### config.mk
export PLATFORM = sky130hd
export DESIGN_NAME = alim_axis_ctrl
export DESIGN_NICKNAME = d
export VERILOG_FILES = /design/src/logic/alim_pkg.sv /design/src/logic/alim_axis_ctrl.sv
export VERILOG_INCLUDE_DIRS = /design/src /design/src/logic
export SDC_FILE = /design/constraint.sdc
export NUM_CORES = 1
export LEC_CHECK = 0
export BUFFER_PORTS_ARGS = -buffer_cell sky130_fd_sc_hd__clkbuf_2
export CAP_MARGIN = 0
export CORE_ASPECT_RATIO = 0.5
export CORE_MARGIN = 8
export CORE_UTILIZATION = 51
export CTS_BUF_LIST = sky130_fd_sc_hd__clkbuf_16
export CTS_CLUSTER_DIAMETER = 200
export DETAILED_ROUTE_END_ITERATION = 10
export GPL_TIMING_DRIVEN = 0
export PLACE_DENSITY_LB_ADDON = 0.25
export SYNTH_ARGS = -nofsm -noshare
export SYNTH_HDL_FRONTEND = slang
export SYNTH_SLANG_ARGS = --single-unit
export TNS_END_PERCENT = 30
### constraint.sdc
create_clock -name i_core_clk -period 8.7 [get_ports i_core_clk]
set_input_delay 1.74 -clock i_core_clk [delete_from_list [all_inputs] [get_ports i_core_clk]]
set_output_delay 1.74 -clock i_core_clk [all_outputs]
set_load 0.05 [all_outputs]
### src/logic/alim_cfg.svh
`ifndef ALIM_CFG_SVH
`define ALIM_CFG_SVH
// register indices on the plain port
`define ALIM_ADDR_ENV1 4'h0
`define ALIM_ADDR_ENV2 4'h1
`define ALIM_ADDR_ENV3 4'h2
`define ALIM_ADDR_OPERATION_MODE_PRESET 4'h3
`define ALIM_ADDR_CMD 4'h4
`define ALIM_ADDR_SPEED 4'h5
`define ALIM_ADDR_SSTS 4'h6
`define ALIM_ADDR_EXTENDED_STATUS_REGISTER 4'h7
`define ALIM_ADDR_IPS 4'h8
`define ALIM_ADDR_SOFT 4'h9
// field positions
`define ALIM_ENV1_ELM 3
`define ALIM_ENV1_FLTR 26
`define ALIM_ENV2_EZL 23
`define ALIM_ENV3_EZD_LO 4
`define ALIM_OPERATION_MODE_PRESET_CONSTANT_SYNTH_SPEED_ENABLE 15
`define ALIM_OPERATION_MODE_PRESET_IPNEG 16
`define ALIM_CMD_X_AXIS_SELECT 8
`define ALIM_CMD_Y_AXIS_SELECT 9
`define ALIM_SSTS_PEL 12
`define ALIM_SSTS_MEL 13
`define ALIM_EXTENDED_STATUS_REGISTER_EZ 10
// command codes
`define ALIM_CMD_STOP_IMM 8'h49
`define ALIM_CMD_STOP_DEC 8'h4a
`define ALIM_CMD_START_FL 8'h50
`define ALIM_CMD_START_FL2 8'h51
`define ALIM_CMD_START_FH 8'h52
`define ALIM_CMD_START_FH2 8'h53
// operation mode codes
`define ALIM_MOD_TO_PLUS 7'h20
`define ALIM_MOD_TO_MINUS 7'h28
`define ALIM_MOD_OFF_MINUS 7'h22
`define ALIM_MOD_OFF_PLUS 7'h2a
`define ALIM_MOD_IDX_POS 7'h24
`define ALIM_MOD_IDX_NEG 7'h2c
`define ALIM_MOD_IP_FIRST 7'h60
`define ALIM_MOD_IP_LAST 7'h65
`define ALIM_MOD_MP_FIRST 7'h68
`define ALIM_MOD_MP_LAST 7'h6d
// timing
`define ALIM_CLK_NS 100
`define ALIM_FLT_NS 4000
`define ALIM_FLT_CYC ((`ALIM_FLT_NS + `ALIM_CLK_NS - 1) / `ALIM_CLK_NS)
`define ALIM_DEC_CYC 8'h10
`define ALIM_SPEED_RST 16'h0064
// sqrt2 interval scaling: 181/128
`define ALIM_SQ2_NUM 16'h00b5
`define ALIM_SQ2_SH 7
`endif

### src/logic/alim_pkg.sv
`default_nettype none
package alim_pkg;
	typedef enum logic [2:0] {
		ALIM_IDLE,
		ALIM_RUN,
		ALIM_DECEL,
		ALIM_STOPPED
	} alim_state_t;

	// host register port
	typedef struct packed {
		logic [3:0] addr;
		logic [31:0] wdata;
		logic wr;
		logic rd;
	} alim_bus_t;

	// sensor inputs of both axes
	typedef struct packed {
		logic [1:0] plus_el_n_or_p;
		logic [1:0] minus_el_n_or_p;
		logic [1:0] index_in;
		logic [1:0] soft_plus;
		logic [1:0] soft_minus;
		logic [1:0] manual_pulse;
	} alim_sense_t;
endpackage
`default_nettype wire

### src/logic/alim_axis_ctrl.sv
// Operation
// - 20h/28h feed toward plus/minus limit
// - 22h/2Ah feed away from limit
// - logic pin low positive, high negative
// - limit stop bit: immediate or decelerate
// - sub status limits at 12, 13
// - filter drops limit pulses under 4us
// - start on active limit: no pulses
// - feed until either limit turns active; the code ends a feed on the limit it moves toward only
// - leave until both limits inactive; the code ends a leave when the limit it leaves turns inactive
// - 24h/2Ch feed until index count
// - count reached: stop or decelerate
// - index count field holds count minus one
// - host uses constant speed start for index
// - index edge select: falling or rising
// - extended status index at bit 10
// - interpolation codes 60h to 65h
// - 68h to 6Dh follow manual pulses
// - shared interpolation status, same both axes
// - X speed governs linear one, circular
// - synth speed: sqrt2 interval on dual pulse
// - synth speed equals preset speed
//
// Added by the designer: the address map and the strobed register port.
`timescale 1ns/1ns
`default_nettype none
`include "alim_cfg.svh"
module alim_axis_ctrl (
	input wire logic i_core_clk, // 10 MHz reference clock
	input wire logic i_rst, // async reset, active high
	input wire alim_pkg::alim_bus_t i_bus, // register port request
	input wire alim_pkg::alim_sense_t i_sense, // limit, index, manual pulse pins
	input wire logic i_limit_logic_sel, // limit polarity strap
	output logic [31:0] o_rdata, // read data, cycle after strobe
	output logic [1:0] o_pulse, // motor pulse per axis
	output logic [1:0] o_dir_neg, // direction per axis, 1 negative
	output logic [1:0] o_busy // axis running
);
	import alim_pkg::*;

	// filter counter: one per limit input (plus x, plus y, minus x, minus y)
	function automatic logic [7:0] flt_step(input logic raw, input logic held,
		input logic [7:0] cnt);
		flt_step = (raw == held) ? 8'h00 : cnt + 8'h01;
	endfunction

	function automatic logic in_range(input logic [6:0] m, input logic [6:0] lo,
		input logic [6:0] hi);
		in_range = (m >= lo) && (m <= hi);
	endfunction

	logic [31:0] env1_reg [2];
	logic [31:0] env2_reg [2];
	logic [31:0] env3_reg [2];
	logic [31:0] operation_mode_preset_reg [2];
	logic [15:0] speed_reg [2];
	logic [1:0] soft_en_reg;
	alim_state_t state_reg [2];
	logic [3:0] idx_cnt_reg [2];
	logic [1:0] idx_prev_reg;
	logic [1:0] mp_prev_reg;
	logic [15:0] tick_reg [2];
	logic [7:0] dec_reg [2];
	logic [7:0] flt_cnt_reg [4];
	logic [3:0] el_flt_reg;
	logic hs_reg [2];
	logic [31:0] rdata_reg;
	logic [1:0] pulse_reg;
	logic [1:0] dir_reg;
	// busy kept in its own flop so the output never comes from a decoder
	logic [1:0] busy_reg;

	// strap low means active-high limit inputs
	wire [3:0] el_raw = {i_sense.minus_el_n_or_p, i_sense.plus_el_n_or_p} ^
		{4{i_limit_logic_sel}};
	wire [3:0] el_eff;
	wire [1:0] idx_edge;
	wire [1:0] mp_edge;
	wire wr_cmd = i_bus.wr && (i_bus.addr == `ALIM_ADDR_CMD);
	wire [7:0] cmd_code = i_bus.wdata[7:0];
	wire [1:0] cmd_sel = {i_bus.wdata[`ALIM_CMD_Y_AXIS_SELECT], i_bus.wdata[`ALIM_CMD_X_AXIS_SELECT]};
	wire is_start = (cmd_code == `ALIM_CMD_START_FL) || (cmd_code == `ALIM_CMD_START_FL2) ||
		(cmd_code == `ALIM_CMD_START_FH) || (cmd_code == `ALIM_CMD_START_FH2);
	wire is_high = (cmd_code == `ALIM_CMD_START_FH) || (cmd_code == `ALIM_CMD_START_FH2);
	wire is_stop_imm = cmd_code == `ALIM_CMD_STOP_IMM;
	wire is_stop_dec = cmd_code == `ALIM_CMD_STOP_DEC;
	wire [1:0] both_busy = {o_busy[1], o_busy[0]};

	// per-input filter, a level must hold the whole window to pass
	genvar gi;
	generate
		for (gi = 0; gi < 4; gi++) begin : g_flt
			wire fen = env1_reg[gi % 2][`ALIM_ENV1_FLTR];
			assign el_eff[gi] = fen ? el_flt_reg[gi] : el_raw[gi];
		end
	endgenerate

	// edge select per axis on the index pin
	assign idx_edge[0] = env2_reg[0][`ALIM_ENV2_EZL] ? (i_sense.index_in[0] & ~idx_prev_reg[0]) :
		(~i_sense.index_in[0] & idx_prev_reg[0]);
	assign idx_edge[1] = env2_reg[1][`ALIM_ENV2_EZL] ? (i_sense.index_in[1] & ~idx_prev_reg[1]) :
		(~i_sense.index_in[1] & idx_prev_reg[1]);
	assign mp_edge = i_sense.manual_pulse & ~mp_prev_reg;

	// per-axis decode of mode and stop conditions
	wire [6:0] mode [2];
	wire [1:0] plus_hit;
	wire [1:0] minus_hit;
	wire [1:0] done_cond;
	wire [1:0] is_ip;
	wire [1:0] is_mp;
	wire [1:0] is_idx;
	wire [1:0] neg_dir;
	wire [1:0] step_now;
	wire ip_shared = is_ip[0] & is_ip[1];
	wire dual_pulse = step_now[0] & step_now[1];
	generate
		for (gi = 0; gi < 2; gi++) begin : g_axis
			assign mode[gi] = operation_mode_preset_reg[gi][6:0];
			// plus and minus side each merge end-limit with soft limit
			assign plus_hit[gi] = el_eff[gi] | (soft_en_reg[gi] & i_sense.soft_plus[gi]);
			assign minus_hit[gi] = el_eff[gi + 2] | (soft_en_reg[gi] & i_sense.soft_minus[gi]);
			assign is_idx[gi] = (mode[gi] == `ALIM_MOD_IDX_POS) || (mode[gi] == `ALIM_MOD_IDX_NEG);
			assign is_ip[gi] = in_range(mode[gi], `ALIM_MOD_IP_FIRST, `ALIM_MOD_IP_LAST) ||
				in_range(mode[gi], `ALIM_MOD_MP_FIRST, `ALIM_MOD_MP_LAST);
			assign is_mp[gi] = in_range(mode[gi], `ALIM_MOD_MP_FIRST, `ALIM_MOD_MP_LAST);
			assign neg_dir[gi] = (mode[gi] == `ALIM_MOD_TO_MINUS) ||
				(mode[gi] == `ALIM_MOD_OFF_PLUS) || (mode[gi] == `ALIM_MOD_IDX_NEG) ||
				(is_ip[gi] && operation_mode_preset_reg[gi][`ALIM_OPERATION_MODE_PRESET_IPNEG]);
			// feed ends on the limit it moves toward; leave ends when the limit it leaves clears
			assign done_cond[gi] =
				(mode[gi] == `ALIM_MOD_TO_PLUS) ? plus_hit[gi] :
				(mode[gi] == `ALIM_MOD_TO_MINUS) ? minus_hit[gi] :
				(mode[gi] == `ALIM_MOD_OFF_MINUS) ? ~minus_hit[gi] :
				(mode[gi] == `ALIM_MOD_OFF_PLUS) ? ~plus_hit[gi] : 1'b0;
			// linear one and circular pace both axes from X speed
			// manual pulse modes step on the pulse edge instead
			assign step_now[gi] = is_mp[gi] ? mp_edge[gi] :
				(tick_reg[(is_ip[gi] && (mode[gi][1:0] != 2'h2) && (mode[gi][2:0] != 3'h3)) ?
				0 : gi] == 16'h0000);
		end
	endgenerate

	// interval stretched by sqrt2 when both axes pulse together
	function automatic logic [15:0] reload(input logic [15:0] base, input logic stretch);
		logic [31:0] prod;
		prod = {16'h0000, base} * {16'h0000, `ALIM_SQ2_NUM};
		reload = stretch ? prod[`ALIM_SQ2_SH +: 16] : base;
	endfunction

	// filters and edge history
	always_ff @(posedge i_core_clk or posedge i_rst) begin
		if (i_rst) begin
			for (int k = 0; k < 4; k++) begin
				flt_cnt_reg[k] <= 8'h00;
			end
			el_flt_reg <= 4'h0;
			idx_prev_reg <= 2'h0;
			mp_prev_reg <= 2'h0;
		end else begin
			for (int k = 0; k < 4; k++) begin
				flt_cnt_reg[k] <= flt_step(el_raw[k], el_flt_reg[k], flt_cnt_reg[k]);
				if (flt_cnt_reg[k] >= 8'(`ALIM_FLT_CYC - 1)) begin
					el_flt_reg[k] <= el_raw[k];
				end
			end
			idx_prev_reg <= i_sense.index_in;
			mp_prev_reg <= i_sense.manual_pulse;
		end
	end

	// register writes
	always_ff @(posedge i_core_clk or posedge i_rst) begin
		if (i_rst) begin
			for (int a = 0; a < 2; a++) begin
				env1_reg[a] <= 32'h00000000;
				env2_reg[a] <= 32'h00000000;
				env3_reg[a] <= 32'h00000000;
				operation_mode_preset_reg[a] <= 32'h00000000;
				speed_reg[a] <= `ALIM_SPEED_RST;
			end
			soft_en_reg <= 2'h0;
		end else if (i_bus.wr) begin
			for (int a = 0; a < 2; a++) begin
				if (i_bus.wdata[`ALIM_CMD_X_AXIS_SELECT + a] || i_bus.addr == `ALIM_ADDR_SOFT) begin
					case (i_bus.addr)
						`ALIM_ADDR_ENV1: env1_reg[a] <= i_bus.wdata;
						`ALIM_ADDR_ENV2: env2_reg[a] <= i_bus.wdata;
						`ALIM_ADDR_ENV3: env3_reg[a] <= i_bus.wdata;
						`ALIM_ADDR_OPERATION_MODE_PRESET: operation_mode_preset_reg[a] <= i_bus.wdata;
						`ALIM_ADDR_SPEED: speed_reg[a] <= i_bus.wdata[31:16];
						`ALIM_ADDR_SOFT: soft_en_reg <= i_bus.wdata[1:0];
						default: ;
					endcase
				end
			end
		end
	end

	// axis sequencers
	always_ff @(posedge i_core_clk or posedge i_rst) begin
		if (i_rst) begin
			for (int a = 0; a < 2; a++) begin
				state_reg[a] <= ALIM_IDLE;
				idx_cnt_reg[a] <= 4'h0;
				tick_reg[a] <= 16'h0000;
				dec_reg[a] <= 8'h00;
				hs_reg[a] <= 1'b0;
			end
			pulse_reg <= 2'h0;
			dir_reg <= 2'h0;
			busy_reg <= 2'h0;
		end else begin
			for (int a = 0; a < 2; a++) begin
				pulse_reg[a] <= 1'b0;
				dir_reg[a] <= neg_dir[a];
				tick_reg[a] <= (tick_reg[a] == 16'h0000) ?
					reload(speed_reg[a], dual_pulse && operation_mode_preset_reg[a][`ALIM_OPERATION_MODE_PRESET_CONSTANT_SYNTH_SPEED_ENABLE] && ip_shared &&
					(mode[a][1:0] != 2'h2) && (mode[a][2:0] != 3'h3)) :
					tick_reg[a] - 16'h0001;
				case (state_reg[a])
					ALIM_IDLE, ALIM_STOPPED: begin
						// a start only reaches the axes selected in the command
						if (wr_cmd && is_start && cmd_sel[a]) begin
							idx_cnt_reg[a] <= 4'h0;
							hs_reg[a] <= is_high;
							// a start on an already met end produces no pulse
							state_reg[a] <= done_cond[a] ? ALIM_STOPPED : ALIM_RUN;
							// busy follows the state on the same edge, so it never lags
							busy_reg[a] <= !done_cond[a];
						end
					end
					ALIM_RUN: begin
						if (wr_cmd && cmd_sel[a] && is_stop_imm) begin
							state_reg[a] <= ALIM_STOPPED;
							busy_reg[a] <= 1'b0;
						end else if (wr_cmd && cmd_sel[a] && is_stop_dec) begin
							state_reg[a] <= ALIM_DECEL;
							dec_reg[a] <= `ALIM_DEC_CYC;
						end else if (done_cond[a] || (is_idx[a] && idx_edge[a] &&
							idx_cnt_reg[a] == env3_reg[a][`ALIM_ENV3_EZD_LO +: 4])) begin
							// limit stop chooses immediate or decelerated
							// index end: constant speed stops, high speed decelerates
							// high speed start overruns the index edge
							if ((is_idx[a] && hs_reg[a]) ||
								(!is_idx[a] && env1_reg[a][`ALIM_ENV1_ELM])) begin
								state_reg[a] <= ALIM_DECEL;
								dec_reg[a] <= `ALIM_DEC_CYC;
							end else begin
								state_reg[a] <= ALIM_STOPPED;
								busy_reg[a] <= 1'b0;
							end
						end else begin
							// count index edges toward the target
							if (is_idx[a] && idx_edge[a]) begin
								idx_cnt_reg[a] <= idx_cnt_reg[a] + 4'h1;
							end
							// pace from the preset speed interval
							pulse_reg[a] <= step_now[a];
						end
					end
					ALIM_DECEL: begin
						// an immediate stop cuts a running deceleration short
						if (wr_cmd && cmd_sel[a] && is_stop_imm) begin
							state_reg[a] <= ALIM_STOPPED;
							busy_reg[a] <= 1'b0;
						end else begin
							pulse_reg[a] <= step_now[a];
							dec_reg[a] <= dec_reg[a] - 8'h01;
							if (dec_reg[a] == 8'h01) begin
								state_reg[a] <= ALIM_STOPPED;
								busy_reg[a] <= 1'b0;
							end
						end
					end
					default: begin
						state_reg[a] <= ALIM_IDLE;
						busy_reg[a] <= 1'b0;
					end
				endcase
			end
		end
	end

	// read mux: shared interpolation status is identical for either selector
	wire rd_axis = i_bus.wdata[`ALIM_CMD_Y_AXIS_SELECT];
	wire [31:0] ssts_word = (32'(plus_hit[rd_axis]) << `ALIM_SSTS_PEL) |
		(32'(minus_hit[rd_axis]) << `ALIM_SSTS_MEL);
	wire [31:0] extended_status_register_word = 32'(i_sense.index_in[rd_axis]) << `ALIM_EXTENDED_STATUS_REGISTER_EZ;
	// one word built from both axes, not per axis
	wire [31:0] ips_word = {24'h000000, 2'h0, ip_shared, is_mp[0] | is_mp[1], 2'h0, both_busy};
	wire [31:0] rd_mux =
		// limit states in the sub status word
		(i_bus.addr == `ALIM_ADDR_SSTS) ? ssts_word :
		// index pin state in the extended status
		(i_bus.addr == `ALIM_ADDR_EXTENDED_STATUS_REGISTER) ? extended_status_register_word :
		(i_bus.addr == `ALIM_ADDR_IPS) ? ips_word :
		(i_bus.addr == `ALIM_ADDR_OPERATION_MODE_PRESET) ? operation_mode_preset_reg[rd_axis] : 32'h00000000;

	// read data registered, valid one cycle after the strobe only
	always_ff @(posedge i_core_clk or posedge i_rst) begin
		if (i_rst) begin
			rdata_reg <= 32'h00000000;
		end else begin
			rdata_reg <= i_bus.rd ? rd_mux : 32'h00000000;
		end
	end

	assign o_rdata = rdata_reg;
	assign o_pulse = pulse_reg;
	assign o_dir_neg = dir_reg;
	// set on entry to run, cleared on every path into stopped or idle
	assign o_busy = busy_reg;
endmodule
`default_nettype wire

**Yosys cells after proc, flatten, opt, wreduce, memory -nomap -nowiden**

Cells that the tools add are included.

- $add $sub $neg: 10
- $mul: 2
- Order comparisons: 15
- Eq/ne operators: 71
- Mux-type cells: 114
- Bitwise operators: 29
- Reduce and logical (&&, ||, !) cells: 90

Operators with widths:

| kind | count |
|---|---|
| $mux 32 | 8 |
| $mux 16 | 7 |
| $mux 8 | 14 |
| $eq 7x6->1 const B | 12 |
| $eq 8x7->1 const B | 6 |
| $logic_not 16->1 | 3 |
| $mux 1 | 47 |
| $mul 16x8->23 const B | 2 |
| $mux 4 | 10 |
| $mux 3 | 12 |
| $ne 3x3->1 const B | 12 |
| $reduce_and 3->1 | 12 |
| $logic_and 1x1->1 | 34 |
| $add 8x1->8 const B | 4 |
| $ge 32x2->1 const B | 1 |
| $ge 8x6->1 const B | 4 |
| $not 1->32 | 1 |
| $pmux 8 s2 | 2 |
| $sub 16x1->16 const B | 2 |
| $ge 7x7->1 const B | 4 |
| $le 7x7->1 const B | 4 |
| $ne 2x2->1 const B | 14 |
| $logic_or 1x1->1 | 20 |
| $reduce_and 5->1 | 4 |
| other kinds (35) | 92 |

- Register bits after elaboration: 358
- Output and inout port bits: 38
- Word-level logic and storage cells: 367

**Logic depth before layout (Yosys ltp)**

Gate-level depths: netlist of the first run.

- Depth after elaboration: 19
- Gate-level depth with buffers: 18
- Gate-level depth less buffers: 18

**Worst setup path after synthesis of the first run**

No wires, ideal clock.

- Path type: register to register
- From: register speed_reg[26] in the netlist's numbering
- To: register tick_reg[31] in the netlist's numbering
- Library setup time: 82 ps
- Arrival: 4473 ps
- Data required time: 8618 ps
- Slack: 4145 ps
- Cell stages (with the launch flop): 17
- Buffers on the path: 0
- Clock period less this slack: 4555 ps
- Cells stage by stage: dfrtp_1 -> ha_1 -> inv_1 -> fa_1 -> fa_1 -> fa_1 -> inv_1 -> ha_1 -> a21o_1 -> a21o_1 -> a221o_1 -> a31oi_1 -> o21ai_1 -> o41ai_1 -> xnor2_1 -> a21o_1 -> a31oi_1

- Cells in the longest elaborated chain, start to end: 3

RTL lines:

| what | line | source |
|---|---|---|
| from (decl) | alim_axis_ctrl.sv:56 | `logic [15:0] speed_reg [2];` |
| from (signal, indexed assignment) | alim_axis_ctrl.sv:180 | `` speed_reg[a] <= `ALIM_SPEED_RST; `` |
| from (signal, indexed assignment) | alim_axis_ctrl.sv:191 | `` `ALIM_ADDR_SPEED: speed_reg[a] <= i_bus.wdata[31:16]; `` |
| $mul 16x8->23 | alim_axis_ctrl.sv:147 | `` prod = {16'h0000, base} * {16'h0000, `ALIM_SQ2_NUM}; `` |
| $mux 16 | alim_axis_ctrl.sv:148 | `` reload = stretch ? prod[`ALIM_SQ2_SH +: 16] : base; `` |
| $mux 16 | alim_axis_ctrl.sv:217 | `tick_reg[a] <= (tick_reg[a] == 16'h0000) ?` |
| to (signal, indexed assignment) | alim_axis_ctrl.sv:217 |  |
| to (decl) | alim_axis_ctrl.sv:62 | `logic [15:0] tick_reg [2];` |

Every way passes these cells.
A chain may end at the register's enable or synchronous reset.

**Final worst setup path of the first run**

- From: register speed_reg[28] in the netlist's numbering
- To: register tick_reg[31] in the netlist's numbering

Same word-level chain as after synthesis.

==> impl_metrics.csv, run 1 <==
group,metric,value,unit
grt,track_usage,0.189,
worst_setup_path,crit_chain,"ha_1 -> inv_1 -> fa_1 -> fa_1 -> fa_1 -> inv_1 -> ha_1 -> a21o_1 -> a21o_1 -> a221o_1 -> a31oi_1 -> o21ai_1 -> o41ai_1 -> xnor2_1 -> a21o_1 -> a31oi_1",
synthesis,netlist_area,16500,um2
sta,fmax,200,MHz
floorplan,start_util,0.520,
sta,skew,13.5,ps
clocking,tritoncts,"built",
routing,routed_wirelength,36.7,mm
pwr,pwr_density_cell,332,nW/um2
finish,nets,1959,
grt,antenna_found_initial,3,
place,placed_cells,2102,
synthesis,synth-edff-count,0,
worst_setup_path,worstPathMaxFanout,5,
grt,grt_start_max_net_pins,120,
grt,grtUsageMet1,0.259,
finish,layout.cells.non_filler,2149,
flow_run,cap_violations,0,
routing,drt_iter0_markers,637,
sta,setup_viol,0,
clocking,cts_made_buffers,25,
routing,viasPerCell,5.37,
floorplan,coreArea,31800,um2
clocking,cts_resized,0,
clocking,clock_sinks,252,
floorplan,die_x,271,um
sta,fin_tns_setup,0,ps
worst_setup_path,worst_ep_required_time,9150,ps
synthesis,syn_inst,1580,
sta,drv_slew,0,
finish,area_delta_synth_final,11.1,%
synthesis,yosysWarnings,0,
synthesis,ys_ff_latch,252,
sta,fin_crit_sh,0.574,
grt,overflow,0,
routing,ant_nets,0,
routing,routedWlPerCell,17.1,um
sta,relSlewSlack,0.303,
worst_setup_path,cp.arrival,5450,ps
floorplan,ios,91,
synthesis,synth_top_area_frac,0.372,
synthesis,synth_area_per_cell,10.5,um2
routing,drtPass1Iterations,4,
sta,worst_pin_slew,1040,ps
grt,grt_util_met2,0.311,
sta,final-hold-violation-count,0,
worst_setup_path,crit_type,"register to register",
routing,num_vias,11536,
grt,grt.met3_usage,0.0300,
floorplan,fp.dieH,143,um
synthesis,synthTopCellsByCount,"dfrtp_1, inv_1, ha_1, nor2_1, mux2_2",
clocking,clk_latency,540,ps
synthesis,seq_area_frac_synth,0.382,
worst_setup_path,endpoint_kind,"register",
sta,layout_min_cycle_time,4990,ps
clocking,cts_setup_buffers,0,
hold_path,min_path_type,"register to register",
finish,largest_register_ffs,50,
finish,utilization,0.578,
sta,rsz0062_at_grt,"no",
synthesis,yosysMostFrequentCell,"dfrtp_1",
clocking,clk_path_buf_depth,3,
status,status,"completed",
place,dp_hpwl,28.3,mm
synthesis,syn_nets,1842,
clocking,h-tree-depth,1,
place,port_buffers,88,
worst_setup_path,crit_path_start_kind,"register",
place,gp_congestion,0.873,
clocking,cts_root_buffer,"clkbuf_16",
grt,busiest_layer,"met2",
synthesis,synth_ff_type,"dfrtp_1",
synthesis,ys_top_cells_by_area,"dfrtp_1, ha_1, fa_1, mux2_2, inv_1",
synthesis,yosysTopAreaCell,"dfrtp_1",
pwr,cellLeakagePower,8.97,nW
pwr,ir_drop,0.000166,V
synthesis,synth.distinct_cells,79,
clocking,clk_pin_slew_worst_paths,70,ps
routing,drc_errors,0,
finish,drive_gt1_frac,0.167,
worst_setup_path,cp_slowest_stage_delay,540,ps
floorplan,fp.dieArea,38800,um2
grt,grt_pass1_wl,59.8,mm
sta,layout_setup_ws,3710,ps
place,place_ws,3730,ps
worst_setup_path,critical_path.top_delay_family,"adder cells",
floorplan,row_count,46,
worst_setup_path,slowest_stage,"fa_1",
clocking,ctsHoldBuffers,0,
grt,grt_pass1_vias,11550,
worst_setup_path,path_buf_inv,2,
synthesis,async_flop_share,1.00,
## through the flow
stage / total power [mW] / hold slack (ps) / cell area (um2)
final: 6.11 / 465 / 18400
after global routing: 6.75 / 492 / 18400
after CTS: 6.16 / 470 / 18400
after detailed placement: 5.06 / 454 / 17600
after global placement: 4.97 / 448 / 17500
after floorplan: 4.37 / 434 / 16500
## worst register-to-register path, stage by stage, from the launching register on
cell and delay, ps:
dfrtp_1 500, ha_1 330, inv_1 80, fa_1 510, fa_1 510, fa_1 540, inv_1 40, ha_1 360
a21o_1 180, a21o_1 170, a221o_1 330, a31oi_1 350, o21ai_1 160, o41ai_1 320, xnor2_1 160, a21o_1 200
a31oi_1 160
## per-layer routing
layer  part of all wire  wire (um)
met1               0.47      17200
met2               0.47      17200
met3              0.038       1410
met4              0.024        866
met5                  0          0
## area by class of cell
type | instances | area (um2)
diodes | 2 | 5.00
plain buffers | 32 | 140
clock buffers | 25 | 626
clock inverters | 20 | 170
fillers | 2714 | 13400
inverters | 226 | 856
multi-input cells | 1070 | 9240
flip-flops and latches | 252 | 6310
well taps | 432 | 541
repair buffers | 90 | 495
## path summary, 6_finish.rpt
check | from | to | slack [ps] | cells past startpoint
max in group asynchronous | i_rst | tick_reg[8] | 6210 | 4
min | operation_mode_preset_reg[40] | operation_mode_preset_reg[40] | 470 | 1
max | speed_reg[28] | tick_reg[31] | 3710 | 16
min in group asynchronous | i_rst | flt_cnt_reg[22] | 1170 | 2
min reg2reg | operation_mode_preset_reg[40] | operation_mode_preset_reg[40] | 470 | 1
max reg2reg | speed_reg[28] | tick_reg[31] | 3710 | 16
## where the power goes
part / total, mW / internal, mW / switching, mW
Clock: 1.07 / 0.590 / 0.478
Combinational: 3.48 / 1.55 / 1.93
Sequential: 1.56 / 1.36 / 0.200
## cells by family after synthesis
logic type	count (synthesis)	synth area share
simple gates	376	0.115
mux	179	0.118
buf+inv	258	0.0598
xor+xnor	94	0.0498
compound gates	212	0.0849
flops	252	0.382
fa+ha+maj	209	0.191
## cell usage in the layout, fill, tap and decap left out, types with 13 or more instances in the layout
cell type    n
a21o_1      16
a21oi_1     62
and3_1      13
clkbuf_1    27
clkbuf_16   25
clkbuf_2    88
dfrtp_1    246
fa_1        72
ha_1       137
inv_1      228
mux2_2     115
mux2i_1     63
nand2_1     72
nand2b_1    14
nand3_1     42
nand4_1     13
nor2_1     130
nor2b_1     13
nor3_1      17
o21ai_0     39
xnor2_1     48
xor2_1      46
(Power assumes the default switching activity.)
==> run 2, diff against run 1 <==
Clock period 8.7 ns to 4.7 ns, I/O delays scaled along.
==> run 2 against run 1 <==
Against the previous run: routed wire length grew 1.5%; sequential power grew 85%; register-to-register slack lost 3600 ps; sequential cell count is the same; first-iteration DRC count shrank 0.16%; power grew 98%; count of clock-buffer cells in the layout grew 2; critical path type unchanged; largest cell class unchanged.
==> impl_metrics.csv, run 2 (synthesis results as in run 1) <==
group,metric,value,unit
floorplan,start_util,0.520,
grt,grt_pass1_vias,11594,
sta,fin_crit_sh,0.975,
clocking,clk_path_buf_depth,3,
routing,ant_nets,0,
routing,routed_wirelength,37.2,mm
routing,drtPass1Iterations,4,
grt,antenna_found_initial,2,
pwr,ir_drop,0.000435,V
place,dp_hpwl,28.3,mm
floorplan,coreArea,31800,um2
finish,utilization,0.594,
sta,skew,11.3,ps
routing,viasPerCell,5.34,
pwr,pwr_density_cell,640,nW/um2
clocking,clk_latency,540,ps
place,placed_cells,2106,
sta,layout_min_cycle_time,4580,ps
routing,drc_errors,0,
status,status,"completed",
sta,relSlewSlack,0.286,
routing,drt_iter0_markers,636,
floorplan,row_count,46,
floorplan,die_x,271,um
routing,routedWlPerCell,17.1,um
finish,largest_register_ffs,50,
worst_setup_path,crit_type,"register to register",
floorplan,fp.dieH,143,um
worst_setup_path,cp.arrival,5040,ps
flow_run,cap_violations,0,
worst_setup_path,endpoint_kind,"register",
sta,layout_setup_ws,116,ps
hold_path,min_path_type,"input port to asynchronous set/reset pin",
sta,rsz0062_at_grt,"yes",
floorplan,ios,91,
grt,grt_start_max_net_pins,42,
finish,layout.cells.non_filler,2181,
worst_setup_path,crit_path_start_kind,"register",
grt,grt_pass1_wl,60.6,mm
worst_setup_path,worst_ep_required_time,5150,ps
grt,track_usage,0.191,
floorplan,fp.dieArea,38800,um2
finish,drive_gt1_frac,0.204,
sta,drv_slew,0,
finish,final_common_cell,"dfrtp_1",
sta,setup_viol,0,
routing,num_vias,11642,
finish,nets,1991,
finish,final_cell_mix,"dfrtp_1, inv_1, nor2_1",
sta,fmax,218,MHz
sta,final-hold-violation-count,0,
sta,worst_pin_slew,1070,ps
grt,overflow,0,
clocking,cts_made_buffers,26,
worst_setup_path,r2r_start,"speed_reg[9]",
worst_setup_path,worstPathMaxFanout,5,
clocking,tritoncts,"built",
place,place_ws,-295,ps
place,port_buffers,88,
clocking,cts_root_buffer,"clkbuf_16",
finish,area_delta_synth_final,14.4,%
place,gp_congestion,0.888,
clocking,h-tree-depth,1,
finish,stdcell_area,18900,um2
place,post_dp_cell_area,17600,um2
clocking,clk_pin_slew_worst_paths,70,ps
pwr,cellLeakagePower,9.16,nW
clocking,clock_sinks,252,
worst_setup_path,critPathLaunch,"speed_reg[9]",
## run 2: changes by cell type in the layout (fill, tap and decap cells not counted), moves of 4 or more
cell / before / now
buf_12: 0 / 6
buf_4: 1 / 28
clkinv_2: 6 / 2
dfrtp_1: 246 / 232
dfrtp_2: 0 / 14
ha_1: 137 / 128
ha_4: 0 / 8
inv_1: 228 / 223
inv_2: 0 / 7
## run 2: metrics by stage
| stage | total power [mW] | hold WS (ps) | TNS [ps] |
|---|---|---|---|
| 2_1_floorplan | 8.09 | 434 | 0 |
| 3_3_place_gp | 9.22 | 449 | -257100 |
| 3_5_place_dp | 9.34 | 461 | -850 |
| 4_1_cts | 11.7 | 479 | -17.4 |
| 5_1_grt | 13.3 | 489 | -287 |
| 6_report | 12.1 | 472 | 0 |
## run 2: worst paths after layout
path / to / slack [ps] / cells after the start
max in group asynchronous: speed_reg[15] / 2820 / 6
max: tick_reg[15] / 120 / 18
min reg2reg: operation_mode_preset_reg[9] / 470 / 1
min in group i_core_clk: operation_mode_preset_reg[9] / 470 / 1
max reg2reg: tick_reg[15] / 120 / 18
min: speed_reg[16] / 470 / 2
## run 2: report_power, final
| group | internal [mW] | switching, mW | leakage (nW) |
|---|---|---|---|
| Clock | 1.21 | 0.895 | 0.432 |
| Sequential | 2.53 | 0.363 | 3.14 |
| Combinational | 3.26 | 3.84 | 5.58 |
| Total | 7.01 | 5.10 | 9.16 |
## run 2: worst max-delay path, cell delays in order (launching register included)
cell       delay [ps]
dfrtp_2           480
ha_1              300
inv_1              80
fa_1              550
inv_1              60
fa_1              520
inv_1              50
fa_1              540
inv_1              40
ha_1              190
a21o_1            170
a21o_1            160
a21oi_1           150
a21bo_2           260
o2111ai_4         200
nand3_1           120
a21o_1            190
a31o_2            250
a31oi_1           180
## run 2: final cells by class
type	count	area, um2
Buffer	32	140
Clock buffer	27	676
Multi-Input combinational cell	1070	9430
Fill cell	2605	12900
Timing Repair Buffer	121	763
Antenna cell	1	2.50
Inverter	226	852
Clock inverter	20	190
Tap cell	432	541
Sequential cell	252	6330
## run 2: layer usage
| layer | part of all wire | GRT usage | wire [um] | up-vias |
|---|---|---|---|---|
| li1 | - | - | - | 5666 |
| met1 | 0.48 | 0.266 | 17700 | 5774 |
| met2 | 0.48 | 0.319 | 17700 | 144 |
| met3 | 0.030 | 0.0254 | 1120 | 56 |
| met4 | 0.018 | 0.0401 | 683 | 2 |
| met5 | 0.00027 | 0 | 10 | - |
## run 2: timing repair
| action | 4_1_cts | 5_1_grt |
|---|---|---|
| gates resized for setup | 18 | 30 |
| pin swaps | 4 | 14 |
| gates cloned | 0 | 0 |
| setup endpoints to repair | 9 | 10 |
| hold buffers | 0 | 0 |
| setup buffers | 2 | 25 |
| hold endpoints to repair | 0 | 0 |
==> run 3, diff against run 2 <==
Settings changed: CELL_PAD_IN_SITES_DETAIL_PLACEMENT set to 1, CELL_PAD_IN_SITES_GLOBAL_PLACEMENT set to 2, CORE_UTILIZATION 51 to 41.
==> run 3 against run 2 <==
Against the previous run: clock skew is 0.56 ps higher; first-iteration DRC count decreased by 18%; power is 10% higher; global-route usage grew 0.18 points; clock power is 3% lower; hold slack got worse by 65 ps; count of clock-buffer cells in the layout shrank 1; routed wire length increased by 23%; die area grew 22%; utilization fell by 11 points.
==> impl_metrics.csv, run 3 (synthesis results as in run 1) <==
group,metric,value,unit
clocking,cts_root_buffer,"clkbuf_16",
sta,skew,11.9,ps
worst_setup_path,crit_chain,"buf_4 -> ha_1 -> inv_2 -> fa_1 -> fa_1 -> fa_1 -> inv_1 -> ha_4 -> and4_4 -> a221o_1 -> a31oi_4 -> o21ai_2 -> o41ai_2 -> xnor2_1 -> a21o_1 -> a31oi_1",
floorplan,fp.dieH,158,um
routing,num_vias,12097,
worst_setup_path,cpMostUsedCell,"fa_1",
grt,grtUsageMet1,0.260,
grt,antenna_found_initial,3,
sta,fin_crit_sh,0.979,
routing,routed_wirelength,45.9,mm
worst_setup_path,slowest_stage,"fa_1",
routing,ant_nets,0,
worst_setup_path,cp.arrival,5070,ps
worst_setup_path,crit_path_start_kind,"register",
sta,worst_pin_slew,1100,ps
status,status,"completed",
routing,drtPass1Iterations,4,
sta,fmax,217,MHz
clocking,clock_sinks,252,
sta,drv_slew,0,
sta,setup_viol,0,
grt,grt.met3_usage,0.0253,
pwr,ir_drop,0.000339,V
worst_setup_path,endpoint_kind,"register",
grt,busiest_layer,"met2",
routing,drt_iter0_markers,522,
sta,final-hold-violation-count,0,
clocking,clk_pin_slew_worst_paths,70,ps
floorplan,coreArea,40100,um2
clocking,clk_latency,560,ps
floorplan,ios,91,
place,post_dp_cell_area,17800,um2
grt,grt_start_max_net_pins,44,
grt,grt_util_met2,0.329,
finish,final_common_cell,"dfrtp_1",
worst_setup_path,crit_type,"register to register",
routing,viasPerCell,5.25,
pwr,pwr_density_cell,686,nW/um2
place,dp_hpwl,35.1,mm
floorplan,fp.dieArea,47400,um2
finish,area_delta_synth_final,17.7,%
sta,layout_min_cycle_time,4600,ps
finish,final_cell_mix,"dfrtp_1, inv_1, nor2_1",
place,gp_congestion,0.837,
clocking,ctsHoldBuffers,0,
flow_run,cap_violations,0,
clocking,cts_made_buffers,26,
clocking,h-tree-depth,1,
place,port_buffers,88,
worst_setup_path,worstPathMaxFanout,5,
finish,stdcell_area,19500,um2
clocking,tritoncts,"built",
sta,fin_tns_setup,0,ps
hold_path,min_path_type,"input port to asynchronous set/reset pin",
finish,nets,2004,
pwr,cellLeakagePower,9.19,nW
worst_setup_path,cp_slowest_stage_delay,550,ps
routing,drc_errors,0,
grt,track_usage,0.193,
clocking,clk_path_buf_depth,3,
grt,overflow,0,
floorplan,row_count,52,
sta,relSlewSlack,0.261,
floorplan,die_x,300,um
routing,routedWlPerCell,19.9,um
sta,rsz0062_at_grt,"yes",
finish,drive_gt1_frac,0.241,
finish,largest_register_ffs,50,
grt,grt_pass1_wl,73.5,mm
pwr,finalPower,13.4,mW
floorplan,start_util,0.413,
grt,grt_pass1_vias,13420,
worst_setup_path,worst_ep_required_time,5170,ps
==> run 3: worst max-delay path: cells and delay by family (launching register included) <==
family                   cells  cell delay, ps
adder cells (fa/ha/maj)      5            2030
XOR/XNOR                     1             150
AND/OR/NAND/NOR              1             200
buffers and inverters        3             300
flip-flops                   1             460
AO/OA/AOI/OAI                6            1370
==> run 3: area by class of cell <==
| cell class | count | area (um2) |
|---|---|---|
| plain buffers | 32 | 140 |
| clock inverters | 22 | 181 |
| repair buffers | 134 | 868 |
| well taps | 540 | 676 |
| fillers | 4457 | 20600 |
| clock buffers | 26 | 651 |
| diodes | 2 | 5.00 |
| multi-input cells | 1070 | 9760 |
| inverters | 226 | 855 |
| flip-flops and latches | 252 | 6330 |
==> run 3: routing by layer <==
layer	vias up	wire length, um
li1	5671	-
met1	6244	21200
met2	115	22400
met3	65	1370
met4	2	944
met5	-	13
==> run 3: power breakdown <==
group	leakage (nW)	switching (mW)	internal (mW)
registers	3.14	0.397	2.53
logic	5.63	4.50	3.88
clock network	0.418	0.922	1.13
==> run 3: final timing paths <==
kind	startpoint	endpoint	slack, ps	depth (start not counted)
max in group asynchronous	i_rst	speed_reg[6]	3120	5
setup reg to reg	speed_reg[27]	tick_reg[31]	100	16
setup / recovery	speed_reg[27]	tick_reg[31]	100	16
min in group i_core_clk	operation_mode_preset_reg[9]	operation_mode_preset_reg[9]	480	1
hold / removal	i_rst	flt_cnt_reg[2]	410	2
hold reg to reg	operation_mode_preset_reg[9]	operation_mode_preset_reg[9]	480	1
==> run 3: repair_timing <==
action                     4_1_cts  5_1_grt
pin swaps                        7       55
setup endpoints to repair       14       18
resized for setup               24       88
setup buffers                   19       21
==> run 3: stage by stage <==
step	hold WS, ps	instances	util	setup WS (ps)
after CTS	401	2281	0.470	-85.4
final	407	2304	0.486	99.4
after global routing	427	2303	0.486	-109
after global placement	448	2208	0.441	-1050
after floorplan	434	1580	-	145
after detailed placement	462	2214	0.444	-425
